===== src/hw/stid_pkg.sv =====
// Purpose: Constants, types and decode functions for the SRAM test access port.
// Assumes: Three-bit instruction register and 32-bit identification register.
// Notes on behaviour
// With 111 current, the one-bit bypass register sits between TDI and TDO in Shift-DR.
// The test controller never loads 011, 101 or 110; here they fall back to bypass.
// Code 000 captures the I/O ring into the scan chain and forces memory outputs to high-Z.
// Code 001 loads the identification value and shifts it out, memory left alone.
// Code 010 captures the I/O ring into the scan chain and forces output drivers to high-Z.
// Code 100 captures the I/O ring into the scan chain and never drives preloaded values.
// Instructions shift in during Shift-IR and only take effect at Update-IR.
// Reset and the test-logic-reset state both select the identification instruction.
// Capture-IR loads binary 01 into the two low instruction register bits.
// The identification register is 32 bits with a hardwired value whose bit 0 is 1.
// The sixteen-state controller moves on rising test-clock edges and TDO changes on falling.
package stid_pkg;

    localparam int IR_W  = 3;
    localparam int ID_W  = 32;
    localparam int BSR_W = 90;

    localparam logic [2:0] INS_RING_HIZ   = 3'h0;
    localparam logic [2:0] INS_IDENT      = 3'h1;
    localparam logic [2:0] INS_SAMPLE_HIZ = 3'h2;
    localparam logic [2:0] INS_SAMPLE     = 3'h4;
    localparam logic [2:0] INS_BYPASS     = 3'h7;
    localparam logic [2:0] IR_CAPTURE     = 3'h1;

    localparam logic       BYP_CAPTURE = 1'h0;

    // Revision, device and maker fields are arbitrary values
    localparam logic [3:0]  ID_REV     = 4'h0;
    localparam logic [4:0]  ID_DEPTH   = 5'h09;
    localparam logic [4:0]  ID_WIDTH   = 5'h04;
    localparam logic [5:0]  ID_DEV     = 6'h00;
    localparam logic [10:0] ID_MAKER   = 11'h2C3;
    localparam logic        ID_PRESENT = 1'h1;
    localparam logic [31:0] ID_VALUE   = {ID_REV, ID_DEPTH, ID_WIDTH, ID_DEV, ID_MAKER, ID_PRESENT};

    typedef enum logic [3:0] {
        ST_TLR, ST_RTI, ST_SEL_DR, ST_CAP_DR, ST_SH_DR, ST_EX1_DR, ST_PA_DR, ST_EX2_DR,
        ST_UPD_DR, ST_SEL_IR, ST_CAP_IR, ST_SH_IR, ST_EX1_IR, ST_PA_IR, ST_EX2_IR, ST_UPD_IR
    } stid_tap_state_t;

    typedef enum logic [1:0] {DR_BYPASS, DR_IDENT, DR_RING} stid_dr_sel_t;

    function automatic stid_dr_sel_t stid_dr_select(input logic [2:0] ins);
        case (ins)
            INS_RING_HIZ, INS_SAMPLE_HIZ, INS_SAMPLE: stid_dr_select = DR_RING;
            INS_IDENT:                                stid_dr_select = DR_IDENT;
            default:                                  stid_dr_select = DR_BYPASS;
        endcase
    endfunction

    function automatic logic stid_hiz_of(input logic [2:0] ins);
        stid_hiz_of = (ins == INS_RING_HIZ) || (ins == INS_SAMPLE_HIZ);
    endfunction

    function automatic stid_tap_state_t stid_tap_next(input stid_tap_state_t st, input logic tms);
        case (st)
            ST_TLR:    stid_tap_next = tms ? ST_TLR    : ST_RTI;
            ST_RTI:    stid_tap_next = tms ? ST_SEL_DR : ST_RTI;
            ST_SEL_DR: stid_tap_next = tms ? ST_SEL_IR : ST_CAP_DR;
            ST_CAP_DR: stid_tap_next = tms ? ST_EX1_DR : ST_SH_DR;
            ST_SH_DR:  stid_tap_next = tms ? ST_EX1_DR : ST_SH_DR;
            ST_EX1_DR: stid_tap_next = tms ? ST_UPD_DR : ST_PA_DR;
            ST_PA_DR:  stid_tap_next = tms ? ST_EX2_DR : ST_PA_DR;
            ST_EX2_DR: stid_tap_next = tms ? ST_UPD_DR : ST_SH_DR;
            ST_UPD_DR: stid_tap_next = tms ? ST_SEL_DR : ST_RTI;
            ST_SEL_IR: stid_tap_next = tms ? ST_TLR    : ST_CAP_IR;
            ST_CAP_IR: stid_tap_next = tms ? ST_EX1_IR : ST_SH_IR;
            ST_SH_IR:  stid_tap_next = tms ? ST_EX1_IR : ST_SH_IR;
            ST_EX1_IR: stid_tap_next = tms ? ST_UPD_IR : ST_PA_IR;
            ST_PA_IR:  stid_tap_next = tms ? ST_EX2_IR : ST_PA_IR;
            ST_EX2_IR: stid_tap_next = tms ? ST_UPD_IR : ST_SH_IR;
            ST_UPD_IR: stid_tap_next = tms ? ST_SEL_DR : ST_RTI;
            default:   stid_tap_next = ST_TLR;
        endcase
    endfunction

endpackage


===== src/hw/stid_pin_sync.sv =====
// Purpose: Brings the test clock, mode and data pins into the core clock domain.
// Assumes: Core clock at least eight times the test clock.
// Notes: Edge pulses last one core cycle; mode and data share the clock's latency.
`timescale 1ns/10ps
`default_nettype none
module stid_pin_sync
    import stid_pkg::*;
(
    input  wire logic core_clk_i,
    input  wire logic rst_i,
    input  wire logic tck_i,
    input  wire logic tms_i,
    input  wire logic tdi_i,
    output logic      tck_rise_o,
    output logic      tck_fall_o,
    output logic      tms_o,
    output logic      tdi_o
);

    typedef struct packed {
        logic [2:0] s1;
        logic [2:0] s2;
        logic       tck_prev;
    } stid_sync_t;

    stid_sync_t sync_r;
    stid_sync_t sync_nxt;

    always_comb
    begin
        sync_nxt          = sync_r;
        sync_nxt.s1       = {tdi_i, tms_i, tck_i};
        sync_nxt.s2       = sync_r.s1;
        sync_nxt.tck_prev = sync_r.s2[0];
    end

    always_ff @(posedge core_clk_i or posedge rst_i)
    begin
        if (rst_i)
            sync_r <= '0;
        else
            sync_r <= sync_nxt;
    end

    // Only the second stage and its delayed copy tck_prev are looked at
    assign tck_rise_o = sync_r.s2[0] & ~sync_r.tck_prev;
    assign tck_fall_o = ~sync_r.s2[0] & sync_r.tck_prev;
    assign tms_o      = sync_r.s2[1];
    assign tdi_o      = sync_r.s2[2];

endmodule
`default_nettype wire


===== src/hw/stid_tap_top.sv =====
// Purpose: Test access port with instruction decode for a synchronous SRAM.
// Assumes: ring_i is already sampled on core_clk_i by the pad logic.
// Notes: The test clock is sampled, so it must stay well below core_clk_i / 8.
`timescale 1ns/10ps
`default_nettype none
module stid_tap_top
    import stid_pkg::*;
(
    input  wire logic             core_clk_i,
    input  wire logic             rst_i,
    input  wire logic             tck_i,
    input  wire logic             tms_i,
    input  wire logic             tdi_i,
    input  wire logic [BSR_W-1:0] ring_i,
    output logic                  tdo_o,
    output logic                  tdo_oe_o,
    output logic                  mem_out_hiz_o,
    output logic [IR_W-1:0]       instr_o
);

    typedef struct packed {
        stid_tap_state_t  st;
        logic [IR_W-1:0]  ir_sh;
        logic [IR_W-1:0]  ir_cur;
        logic             byp;
        logic [ID_W-1:0]  id_sh;
        logic [BSR_W-1:0] bsr;
        logic             tdo;
        logic             tdo_oe;
        logic             hiz;
    } stid_tap_t;

    stid_tap_t    tap_r;
    stid_tap_t    tap_nxt;
    logic         tck_rise;
    logic         tck_fall;
    logic         tms_s;
    logic         tdi_s;
    stid_dr_sel_t sel;

    stid_pin_sync u_sync (
        .core_clk_i (core_clk_i),
        .rst_i      (rst_i),
        .tck_i      (tck_i),
        .tms_i      (tms_i),
        .tdi_i      (tdi_i),
        .tck_rise_o (tck_rise),
        .tck_fall_o (tck_fall),
        .tms_o      (tms_s),
        .tdi_o      (tdi_s)
    );

    // Unused codes route to bypass so the chain length stays defined
    assign sel = stid_dr_select(tap_r.ir_cur);

    always_comb
    begin
        tap_nxt = tap_r;
        if (tck_rise)
        begin
            tap_nxt.st = stid_tap_next(tap_r.st, tms_s);
            case (tap_r.st)
                ST_CAP_IR: tap_nxt.ir_sh = IR_CAPTURE;
                ST_SH_IR:  tap_nxt.ir_sh = {tdi_s, tap_r.ir_sh[IR_W-1:1]};
                ST_CAP_DR:
                begin
                    case (sel)
                        DR_IDENT:  tap_nxt.id_sh = ID_VALUE;
                        DR_RING:   tap_nxt.bsr   = ring_i;
                        default:   tap_nxt.byp   = BYP_CAPTURE;
                    endcase
                end
                ST_SH_DR:
                begin
                    case (sel)
                        DR_IDENT:  tap_nxt.id_sh = {tdi_s, tap_r.id_sh[ID_W-1:1]};
                        DR_RING:   tap_nxt.bsr   = {tdi_s, tap_r.bsr[BSR_W-1:1]};
                        default:   tap_nxt.byp   = tdi_s;
                    endcase
                end
                default: ;
            endcase
        end
        if (tck_fall)
        begin
            // Update-DR applies nothing: preloaded values never reach the pins
            if (tap_r.st == ST_UPD_IR)
                tap_nxt.ir_cur = tap_r.ir_sh;
            tap_nxt.tdo_oe = (tap_r.st == ST_SH_IR) || (tap_r.st == ST_SH_DR);
            case (tap_r.st)
                ST_SH_IR: tap_nxt.tdo = tap_r.ir_sh[0];
                ST_SH_DR:
                begin
                    case (sel)
                        DR_IDENT: tap_nxt.tdo = tap_r.id_sh[0];
                        DR_RING:  tap_nxt.tdo = tap_r.bsr[0];
                        default:  tap_nxt.tdo = tap_r.byp;
                    endcase
                end
                default:  tap_nxt.tdo = 1'b0;
            endcase
        end
        if (tap_r.st == ST_TLR)
            tap_nxt.ir_cur = INS_IDENT;
        tap_nxt.hiz = stid_hiz_of(tap_nxt.ir_cur);
    end

    always_ff @(posedge core_clk_i or posedge rst_i)
    begin
        if (rst_i)
        begin
            tap_r        <= '0;
            tap_r.st     <= ST_TLR;
            tap_r.ir_cur <= INS_IDENT;
        end
        else
            tap_r <= tap_nxt;
    end

    assign tdo_o         = tap_r.tdo;
    assign tdo_oe_o      = tap_r.tdo_oe;
    assign mem_out_hiz_o = tap_r.hiz;
    assign instr_o       = tap_r.ir_cur;

    property p_fsm_step;
        @(posedge core_clk_i) disable iff (rst_i)
        tck_rise |=> tap_r.st == stid_tap_next($past(tap_r.st), $past(tms_s));
    endproperty
    a_fsm_step: assert property (p_fsm_step)
        else $error("TAP state did not follow mode select");

    property p_fsm_hold;
        @(posedge core_clk_i) disable iff (rst_i)
        !tck_rise |=> $stable(tap_r.st);
    endproperty
    a_fsm_hold: assert property (p_fsm_hold)
        else $error("TAP state moved without a rising test clock");

    property p_tdo_on_fall;
        @(posedge core_clk_i) disable iff (rst_i)
        !$stable(tdo_o) |-> $past(tck_fall);
    endproperty
    a_tdo_on_fall: assert property (p_tdo_on_fall)
        else $error("TDO changed away from a falling test clock");

    property p_ir_capture;
        @(posedge core_clk_i) disable iff (rst_i)
        tck_rise && tap_r.st == ST_CAP_IR |=> tap_r.ir_sh[1:0] == 2'h1;
    endproperty
    a_ir_capture: assert property (p_ir_capture)
        else $error("Capture-IR did not load 01");

    property p_ir_change;
        @(posedge core_clk_i) disable iff (rst_i)
        !$stable(instr_o) |-> ($past(tap_r.st) == ST_UPD_IR && $past(tck_fall))
                              || $past(tap_r.st) == ST_TLR;
    endproperty
    a_ir_change: assert property (p_ir_change)
        else $error("Instruction changed outside Update-IR");

    property p_tlr_ident;
        @(posedge core_clk_i) disable iff (rst_i)
        tap_r.st == ST_TLR |=> instr_o == INS_IDENT;
    endproperty
    a_tlr_ident: assert property (p_tlr_ident)
        else $error("Test-logic-reset did not select identification");

    property p_id_capture;
        @(posedge core_clk_i) disable iff (rst_i)
        tck_rise && tap_r.st == ST_CAP_DR && sel == DR_IDENT
        |=> tap_r.id_sh == ID_VALUE && tap_r.id_sh[0];
    endproperty
    a_id_capture: assert property (p_id_capture)
        else $error("Identification capture wrong");

    property p_byp_path;
        @(posedge core_clk_i) disable iff (rst_i)
        tck_rise && tap_r.st == ST_SH_DR && instr_o == INS_BYPASS |=> tap_r.byp == $past(tdi_s);
    endproperty
    a_byp_path: assert property (p_byp_path)
        else $error("Bypass bit did not take TDI");

    property p_ring_capture;
        @(posedge core_clk_i) disable iff (rst_i)
        tck_rise && tap_r.st == ST_CAP_DR && instr_o == INS_SAMPLE |=> tap_r.bsr == $past(ring_i);
    endproperty
    a_ring_capture: assert property (p_ring_capture)
        else $error("Ring capture wrong");

    property p_hiz_ring;
        @(posedge core_clk_i) disable iff (rst_i)
        tck_fall && tap_r.st == ST_UPD_IR && tap_r.ir_sh == INS_RING_HIZ |=> mem_out_hiz_o;
    endproperty
    a_hiz_ring: assert property (p_hiz_ring)
        else $error("Code 000 did not force high-Z");

    property p_hiz_sample;
        @(posedge core_clk_i) disable iff (rst_i)
        tck_fall && tap_r.st == ST_UPD_IR && tap_r.ir_sh == INS_SAMPLE_HIZ |=> mem_out_hiz_o;
    endproperty
    a_hiz_sample: assert property (p_hiz_sample)
        else $error("Code 010 did not force high-Z");

    property p_no_hiz;
        @(posedge core_clk_i) disable iff (rst_i)
        instr_o == INS_SAMPLE || instr_o == INS_IDENT || instr_o == INS_BYPASS |-> !mem_out_hiz_o;
    endproperty
    a_no_hiz: assert property (p_no_hiz)
        else $error("High-Z forced by a non-intrusive code");

    property p_cov_bypass;
        @(posedge core_clk_i) disable iff (rst_i)
        tck_fall && tap_r.st == ST_UPD_IR && tap_r.ir_sh == INS_BYPASS;
    endproperty
    c_cov_bypass: cover property (p_cov_bypass);

    property p_cov_id_shift;
        @(posedge core_clk_i) disable iff (rst_i)
        tdo_oe_o && tap_r.st == ST_SH_DR && sel == DR_IDENT;
    endproperty
    c_cov_id_shift: cover property (p_cov_id_shift);

    property p_cov_hiz;
        @(posedge core_clk_i) disable iff (rst_i)
        $rose(mem_out_hiz_o);
    endproperty
    c_cov_hiz: cover property (p_cov_hiz);

    property p_cov_ring_shift;
        @(posedge core_clk_i) disable iff (rst_i)
        tck_rise && tap_r.st == ST_SH_DR && sel == DR_RING;
    endproperty
    c_cov_ring_shift: cover property (p_cov_ring_shift);

endmodule
`default_nettype wire

===== config.mk =====
export PLATFORM = sky130hd
export DESIGN_NAME = stid_tap_top
export DESIGN_NICKNAME = d
export VERILOG_FILES = /design/src/hw/stid_pkg.sv /design/src/hw/stid_pin_sync.sv /design/src/hw/stid_tap_top.sv
export SDC_FILE = /design/constraint.sdc
export NUM_CORES = 1
export LEC_CHECK = 0
export ABC_AREA = 1
export BUFFER_PORTS_ARGS = -buffer_cell sky130_fd_sc_hd__buf_2
export CELL_PAD_IN_SITES_DETAIL_PLACEMENT = 1
export CELL_PAD_IN_SITES_GLOBAL_PLACEMENT = 2
export CORE_MARGIN = 2
export CORE_UTILIZATION = 30
export DETAILED_ROUTE_END_ITERATION = 6
export PLACE_DENSITY = 0.86
export SYNTH_ARGS = -nofsm -noshare
export SYNTH_HDL_FRONTEND = slang
export SYNTH_SLANG_ARGS = --single-unit

===== constraint.sdc =====
create_clock -name core_clk_i -period 4.55 [get_ports core_clk_i]
set_input_delay 0.6825 -clock core_clk_i [delete_from_list [all_inputs] [get_ports core_clk_i]]
set_output_delay 0.6825 -clock core_clk_i [all_outputs]
set_load 0.1 [all_outputs]

==> results of run 1 <==
[Yosys cell counts]
| cell type | count | share of area |
|---|---|---|
| o21bai_1 | 1 | 0.0011 |
| ha_1 | 2 | 0.0037 |
| inv_1 | 106 | 0.059 |
| o21ai_0 | 152 | 0.11 |
| nand2_4 | 1 | 0.0017 |
| clkinv_1 | 1 | 0.00055 |
| nor2_4 | 2 | 0.0033 |
| a21oi_1 | 6 | 0.0044 |
| o21a_1 | 1 | 0.0011 |
| nor2_8 | 1 | 0.0029 |
| a31oi_1 | 2 | 0.0018 |
| dfrtp_1 | 142 | 0.52 |
| clkbuf_1 | 15 | 0.0083 |
| nand3_1 | 8 | 0.0059 |
| buf_2 | 19 | 0.014 |
| o211ai_1 | 2 | 0.0022 |
| nor2_1 | 29 | 0.016 |
| o21ai_1 | 69 | 0.051 |
| buf_1 | 1 | 0.00055 |
| nand2_2 | 3 | 0.0028 |
| nand2_1 | 280 | 0.15 |
| inv_2 | 2 | 0.0011 |
| dfstp_2 | 1 | 0.0039 |
| nor3_1 | 2 | 0.0015 |
| buf_4 | 8 | 0.0088 |
| buf_6 | 9 | 0.015 |
| nand4_1 | 1 | 0.00092 |
[worst register-to-register path: cells and delay by family, from the launching register on]
family          cells  cell delay [ns]
simple gates        6             1.69
flops               1             0.50
buf+inv             1             0.34
compound gates      1             0.11
[kinds of logic after synthesis]
family | share of synthesized area
DFF | 0.5266
AOI/OAI and AO/OA | 0.1734
and+or+nand+nor | 0.1896
adders and majority gates | 0.003681
buffers and inverters | 0.1068
[layer usage]
layer / global-route usage / vias to the layer above
li1: - / 2859
met1: 0.1945 / 2675
met2: 0.2279 / 74
met4: 0.04806 / 0
met3: 0.02522 / 12
met5: 0 / -
[worst min-delay path by stage]
| stage | from | end | slack (ns) | depth (start not counted) |
|---|---|---|---|---|
| after floorplan | u_sync.sync_nxt[1] | u_sync.sync_nxt[0] | 0.33 | 0 |
| after global placement | u_sync.sync_nxt[2] | u_sync.tms_o | 0.33 | 0 |
| after detailed placement | u_sync.sync_nxt[2] | u_sync.tms_o | 0.34 | 0 |
| after CTS | tdi_i | u_sync.sync_nxt[3] | 0.35 | 1 |
| after global routing | u_sync.sync_nxt[1] | u_sync.sync_nxt[0] | 0.35 | 0 |
| final | u_sync.sync_nxt[1] | u_sync.sync_nxt[0] | 0.34 | 0 |
[area by class of cell]
cell class,instances,area (µm²)
clock buffers,17,425.4
clock inverters,14,216.5
fillers,2776,14370
inverters,109,414.1
multi-input cells,562,2506
flip-flops and latches,143,3580
well taps,285,356.6
repair buffers,106,570.5
[per-stage QoR]
stage,total power [mW],cells,worst slack [ns],area (µm²),utilization
2_1_floorplan,1.929,866,0.03123,6798,-
3_3_place_gp,2.104,1205,1.864,7427,0.3311
3_5_place_dp,2.116,1205,1.760,7427,0.3311
4_1_cts,3.665,1236,1.742,8069,0.3597
5_1_grt,3.824,1236,1.500,8069,0.3597
6_report,3.606,1236,1.824,8069,0.3597
[state kept, by name, indices dropped and copies added (netlist names)]
signal,cells
u_sync.sync_nxt,4
u_sync.tms_o,1
mem_out_hiz_o,1
tap_r,130
tdo_o,1
u_sync.sync_r,1
u_sync.tdi_o,1
tdo_oe_o,1
instr_o,3
[power groups by stage]
stage	Sequential [mW]	Clock, mW	Combinational (mW)
5_1_grt	1.42	1.62	0.777
3_3_place_gp	1.43	0	0.672
4_1_cts	1.41	1.57	0.686
6_report	1.41	1.52	0.668
3_5_place_dp	1.44	0	0.680
2_1_floorplan	1.44	0	0.489
==> metrics.csv, run 1 <==
stage;metric;value;unit
outcome;status;completed;
routing;drt-vias-per-instance;4.547;
setup_path;r2r_start;tap_r[132];
power;power_frac_comb;0.185;
run;max_cap_violations;0;
setup_path;regToRegSetupSlack;1.82;ns
hold_path;hold_class;reg2reg;
finish;nets;1036;
routing;wl_per_cell;13.02;µm
global_route;grtUsageTotal;0.1420;
setup_path;crit_fanout;110;
power;p_sw;1.091;mW
global_route;grt_pass1_wl;27.66;mm
clock_network;cts_root_buf;clkbuf_16;
timing;rsz0062_at_grt;false;
timing;tightest_slew;0.9929;ns
timing;holdWs;0.3441;ns
global_route;grt_pass1_vias;5685;
power;pwr-share-clk;0.423;
timing;setup_viol;0;
routing;vias;5620;
routing;drc_errors;0;
clock_network;clk_latency;0.42;ns
power;peakVddDrop;207.5;µV
clock_network;cts_tree;built;
timing;fin_crit_sh;0.5991;
clock_network;path_clk_slew;0.06;ns
timing;timing.fmax;366.9;MHz
routing;drt-pass1-iter-count;4;
power;sw_frac_of_total;0.3026;
synthesis;syn_avg_cell_area;7.850;µm²
power;p_int;2.515;mW
synthesis;synth_area;6798;µm²
place;hpwl;10.57;mm
clock_network;clock-sinks;143;
routing;detail-route-antenna-nets;0;
floorplanning;core;22430;µm²
clock_network;cts_hold_buf;0;
power;cellPowerDensity;446.9;nW/µm²
routing;drtIter0Drc;211;
clock_network;cts_made_buffers;17;
setup_path;crit_cells;8;
synthesis;ys_types;27;
place;io_buffers;100;
setup_path;timing.rr.end;tap_r[59];
setup_path;critPathArrivalTime;3.04;ns
routing;wl;16.09;mm
timing;final-max-slew-violation-count;0;
finish;drive_above_1_share;0.1556;
synthesis;synth_fp_nets;963;
power;power.share.sequential;0.392;
setup_path;max_stage_delay;0.64;ns
clock_network;cts_max_level;4;
setup_path;crit_path_end_kind;flip-flop;
clock_network;post-cts-setup-buffers;0;
power;power.leakage;4.153;nW
setup_path;path_cells;nor2_4 -> nand2_8 -> nand2_2 -> nand2_4 -> nor2_8 -> buf_12 -> nand2_1 -> o21ai_0;
setup_path;worstSetupEndpoint;tap_r[59];
setup_path;crit_start;tap_r[132];
setup_path;cp_top_family;simple AND/OR/NAND/NOR gates;
setup_path;cp_slowest_cell;nor2_8;
floorplanning;dieHeight;154.5;µm
synthesis;syn-instance-count;866;
floorplanning;start_util;0.3030;
synthesis;synth-warning-count;0;
routing;wl_met1;7.968;mm
routing;dr.max_layer_used;met4;
setup_path;worstPathRequired;4.87;ns
global_route;antenna_found_initial;0;
setup_path;path_buf_inv;1;
global_route;grt_max_degree;111;
finish;final_common_cell;nand2_1;
finish;syn_to_final_growth;18.70;%
floorplanning;die_width;154.5;µm
timing;hold_violations;0;
clock_network;cts_resized;0;
floorplanning;io_pins;101;
timing;fin_crit;2.726;ns
floorplanning;rows;55;
routing;met2WireLength;7.571;mm
finish;num_antenna_cells;0;
setup_path;cp-start-kind;flip-flop;
setup_path;rr_worst_depth;8;
timing;fin_tns_setup;0;ns
timing;max_slew_margin;0.3357;
synthesis;synth_seq_cells;143;
global_route;overflow;0;
clock_network;cts_buffer_depth;2;
setup_path;crit_type;reg2reg;
place;gp_congestion;0.8288;
synthesis;yosysSeqAreaShare;0.5266;
finish;final_cell_mix;280 x nand2_1, 152 x o21ai_0, 142 x dfrtp_1, 105 x inv_1, 100 x buf_2;
routing;route.met3.wl;400;µm
timing;finClkSkew;0.01306;ns
floorplanning;dieArea;23880;µm²
Note: power is estimated with default switching activity, not from simulation.
==> run 2, diff against run 1 <==
--- a/config.mk
+++ b/config.mk
@@ -10,9 +10,9 @@
 export CELL_PAD_IN_SITES_DETAIL_PLACEMENT = 1
 export CELL_PAD_IN_SITES_GLOBAL_PLACEMENT = 2
 export CORE_MARGIN = 2
-export CORE_UTILIZATION = 30
+export CORE_UTILIZATION = 33
 export DETAILED_ROUTE_END_ITERATION = 6
-export PLACE_DENSITY = 0.86
+export PLACE_DENSITY = 0.89
 export SYNTH_ARGS = -nofsm -noshare
 export SYNTH_HDL_FRONTEND = slang
 export SYNTH_SLANG_ARGS = --single-unit
==> constraint.sdc (replaced) <==
create_clock -name core_clk_i -period 2.8 [get_ports core_clk_i]
set_input_delay 0.42 -clock core_clk_i [delete_from_list [all_inputs] [get_ports core_clk_i]]
set_output_delay 0.42 -clock core_clk_i [all_outputs]
set_load 0.1 [all_outputs]
==> run 2 against run 1 <==
Die area decreased by 8.9%. Combinational power increased by 66%. Clock skew shrank 0.0040 ns. Highest routed layer unchanged. First-iteration DRC count rose by 22%.
==> metrics.csv, run 2 (synthesis gave the netlist of run 1 again) <==
stage;metric;value;unit;change
outcome;status;completed;;
setup_path;crit_fanout;45;;-59%
timing;finClkSkew;0.009040;ns;-0.004018 ns
timing;hold_violations;0;;unchanged
routing;wl_per_cell;12.69;µm;-2.5%
clock_network;clk_latency;0.42;ns;about the same
clock_network;cts_max_level;4;;unchanged
floorplanning;io_pins;101;;unchanged
floorplanning;start_util;0.3360;;+0.03294
clock_network;cts_root_buf;clkbuf_16;;
place;hpwl;10.28;mm;-2.7%
finish;num_antenna_cells;0;;unchanged
finish;layout.cells.non_filler;1228;;-0.65%
routing;drt-vias-per-instance;4.577;;+0.67%
global_route;grt_pass1_wl;27.28;mm;-1.4%
finish;final_common_cell;nand2_1;;
setup_path;worstSetupEndpoint;tap_r[110];;
timing;timing.fmax;472.8;MHz;+29%
clock_network;post-cts-setup-buffers;0;;unchanged
clock_network;path_clk_slew;0.06;ns;about the same
place;io_buffers;100;;unchanged
setup_path;r2r_start;instr_o[0];;
power;cellPowerDensity;687.9;nW/µm²;+54%
finish;multi_input_area;2506;µm²;unchanged
power;power.leakage;4.146;nW;-0.17%
setup_path;crit_start;instr_o[0];;
finish;final_cell_mix;280 x nand2_1, 152 x o21ai_0, 142 x dfrtp_1, 105 x inv_1, 100 x buf_2;;
setup_path;timing.rr.end;tap_r[110];;
setup_path;critPathArrivalTime;2.42;ns;-0.62 ns
floorplanning;rows;52;;-5.5%
clock_network;cts_tree;built;;
finish;regMostFlops;tap_r;;
timing;tightest_slew;0.7758;ns;-0.2171 ns
routing;drc_errors;0;;unchanged
routing;vias;5621;;+0.018%
finish;drive_above_1_share;0.1597;;+0.004082
timing;fin_crit;2.115;ns;-0.6107 ns
global_route;overflow;0;;unchanged
routing;drtIter0Drc;257;;+22%
setup_path;crit_path_end_kind;flip-flop;;
finish;largest_reg_flops;130;;unchanged
global_route;grtUsageTotal;0.1534;;+0.01139
power;peakVddDrop;431.9;µV;+110%
hold_path;hold_class;in2async;;
setup_path;rr_worst_depth;7;;-1
floorplanning;dieHeight;147.5;µm;-4.5%
clock_network;cts_resized;0;;unchanged
floorplanning;dieArea;21760;µm²;-8.9%
routing;wl;15.58;mm;-3.2%
place;gp_congestion;0.8186;;-1.2%
finish;nets;1043;;+0.68%
clock_network;clock-sinks;143;;unchanged
timing;rsz0062_at_grt;false;;
setup_path;crit_type;reg2reg;;
setup_path;worstPathRequired;3.10;ns;-1.77 ns
timing;fin_crit_sh;0.7554;;+0.1563
routing;detail-route-antenna-nets;0;;unchanged
timing;max_slew_margin;0.4828;;+0.1471
place;placed_cells;1197;;-0.66%
setup_path;cp-start-kind;flip-flop;;
finish;nFillCells;2499;;-10%
finish;ff_latch_area;3580;µm²;unchanged
timing;fin_tns_setup;0;ns;unchanged
global_route;grt_pass1_vias;5683;;-0.035%
clock_network;cts_hold_buf;0;;unchanged
timing;setup_viol;0;;unchanged
clock_network;cts_buffer_depth;2;;unchanged
global_route;antenna_found_initial;0;;unchanged
timing;final-max-slew-violation-count;0;;unchanged
clock_network;cts_made_buffers;17;;unchanged
global_route;grt_max_degree;187;;+68%
finish;syn_to_final_growth;17.87;%;
floorplanning;core;20230;µm²;-9.8%
run;max_cap_violations;0;;unchanged
setup_path;regToRegSetupSlack;0.68;ns;-1.14 ns
floorplanning;die_width;147.5;µm;-4.5%
routing;drt-pass1-iter-count;5;;+1
==> run 2: worst min path at each step <==
stage | start | endpoint | slack (ns) | depth (start not counted)
2_1_floorplan | u_sync.sync_nxt[1] | u_sync.sync_nxt[0] | 0.33 | 0
3_3_place_gp | u_sync.sync_nxt[2] | u_sync.tms_o | 0.34 | 0
3_5_place_dp | u_sync.sync_nxt[2] | u_sync.tms_o | 0.34 | 0
4_1_cts | rst_i | tap_r[69] | 0.02 | 2
5_1_grt | rst_i | tap_r[69] | 0.05 | 2
6_report | rst_i | tap_r[69] | 0.03 | 2
==> run 2: area by class of cell <==
class,instances,area share
clock buffer,20,0.05575
clock inverter,11,0.01171
inverter,109,0.05153
multi-input combinational,562,0.3128
sequential,143,0.4468
tap,270,0.04216
timing repair buffer,113,0.07933
==> run 2: per-stage QoR <==
step	setup slack, ns	util	cell area, µm²	power [mW]	hold WS (ns)
floorplan	0.5898	-	6802	3.135	0.3312
global placement	0.7254	0.3693	7472	3.452	0.3360
detailed placement	0.6857	0.3693	7472	3.467	0.3370
CTS	0.6580	0.3960	8013	5.614	0.02432
global route	0.4184	0.3960	8013	5.883	0.04554
finish	0.6848	0.3960	8013	5.512	0.02581
==> run 2: metal layers <==
metal,vias up,track usage,wire length (µm)
li1,2868,-,-
met1,2662,0.2133,7885
met2,76,0.2372,7049
met3,15,0.03827,499
met4,0,0.04615,144
met5,-,0,0
==> run 2: worst max-delay path, stage by stage (launching register included) <==
cell and delay (ns):
dfstp_2 0.54, inv_1 0.06, nor3_1 0.24, ha_1 0.26, nand2_2 0.41, buf_4 0.35, nand2_1 0.06, o21ai_1 0.06
==> run 2: power by group <==
| part | switching (mW) | total, mW | internal, mW |
|---|---|---|---|
| Combinational | 0.758 | 1.11 | 0.353 |
| Clock | 0.869 | 2.10 | 1.23 |
| Sequential | 0.110 | 2.30 | 2.19 |
| Total | 1.74 | 5.51 | 3.78 |
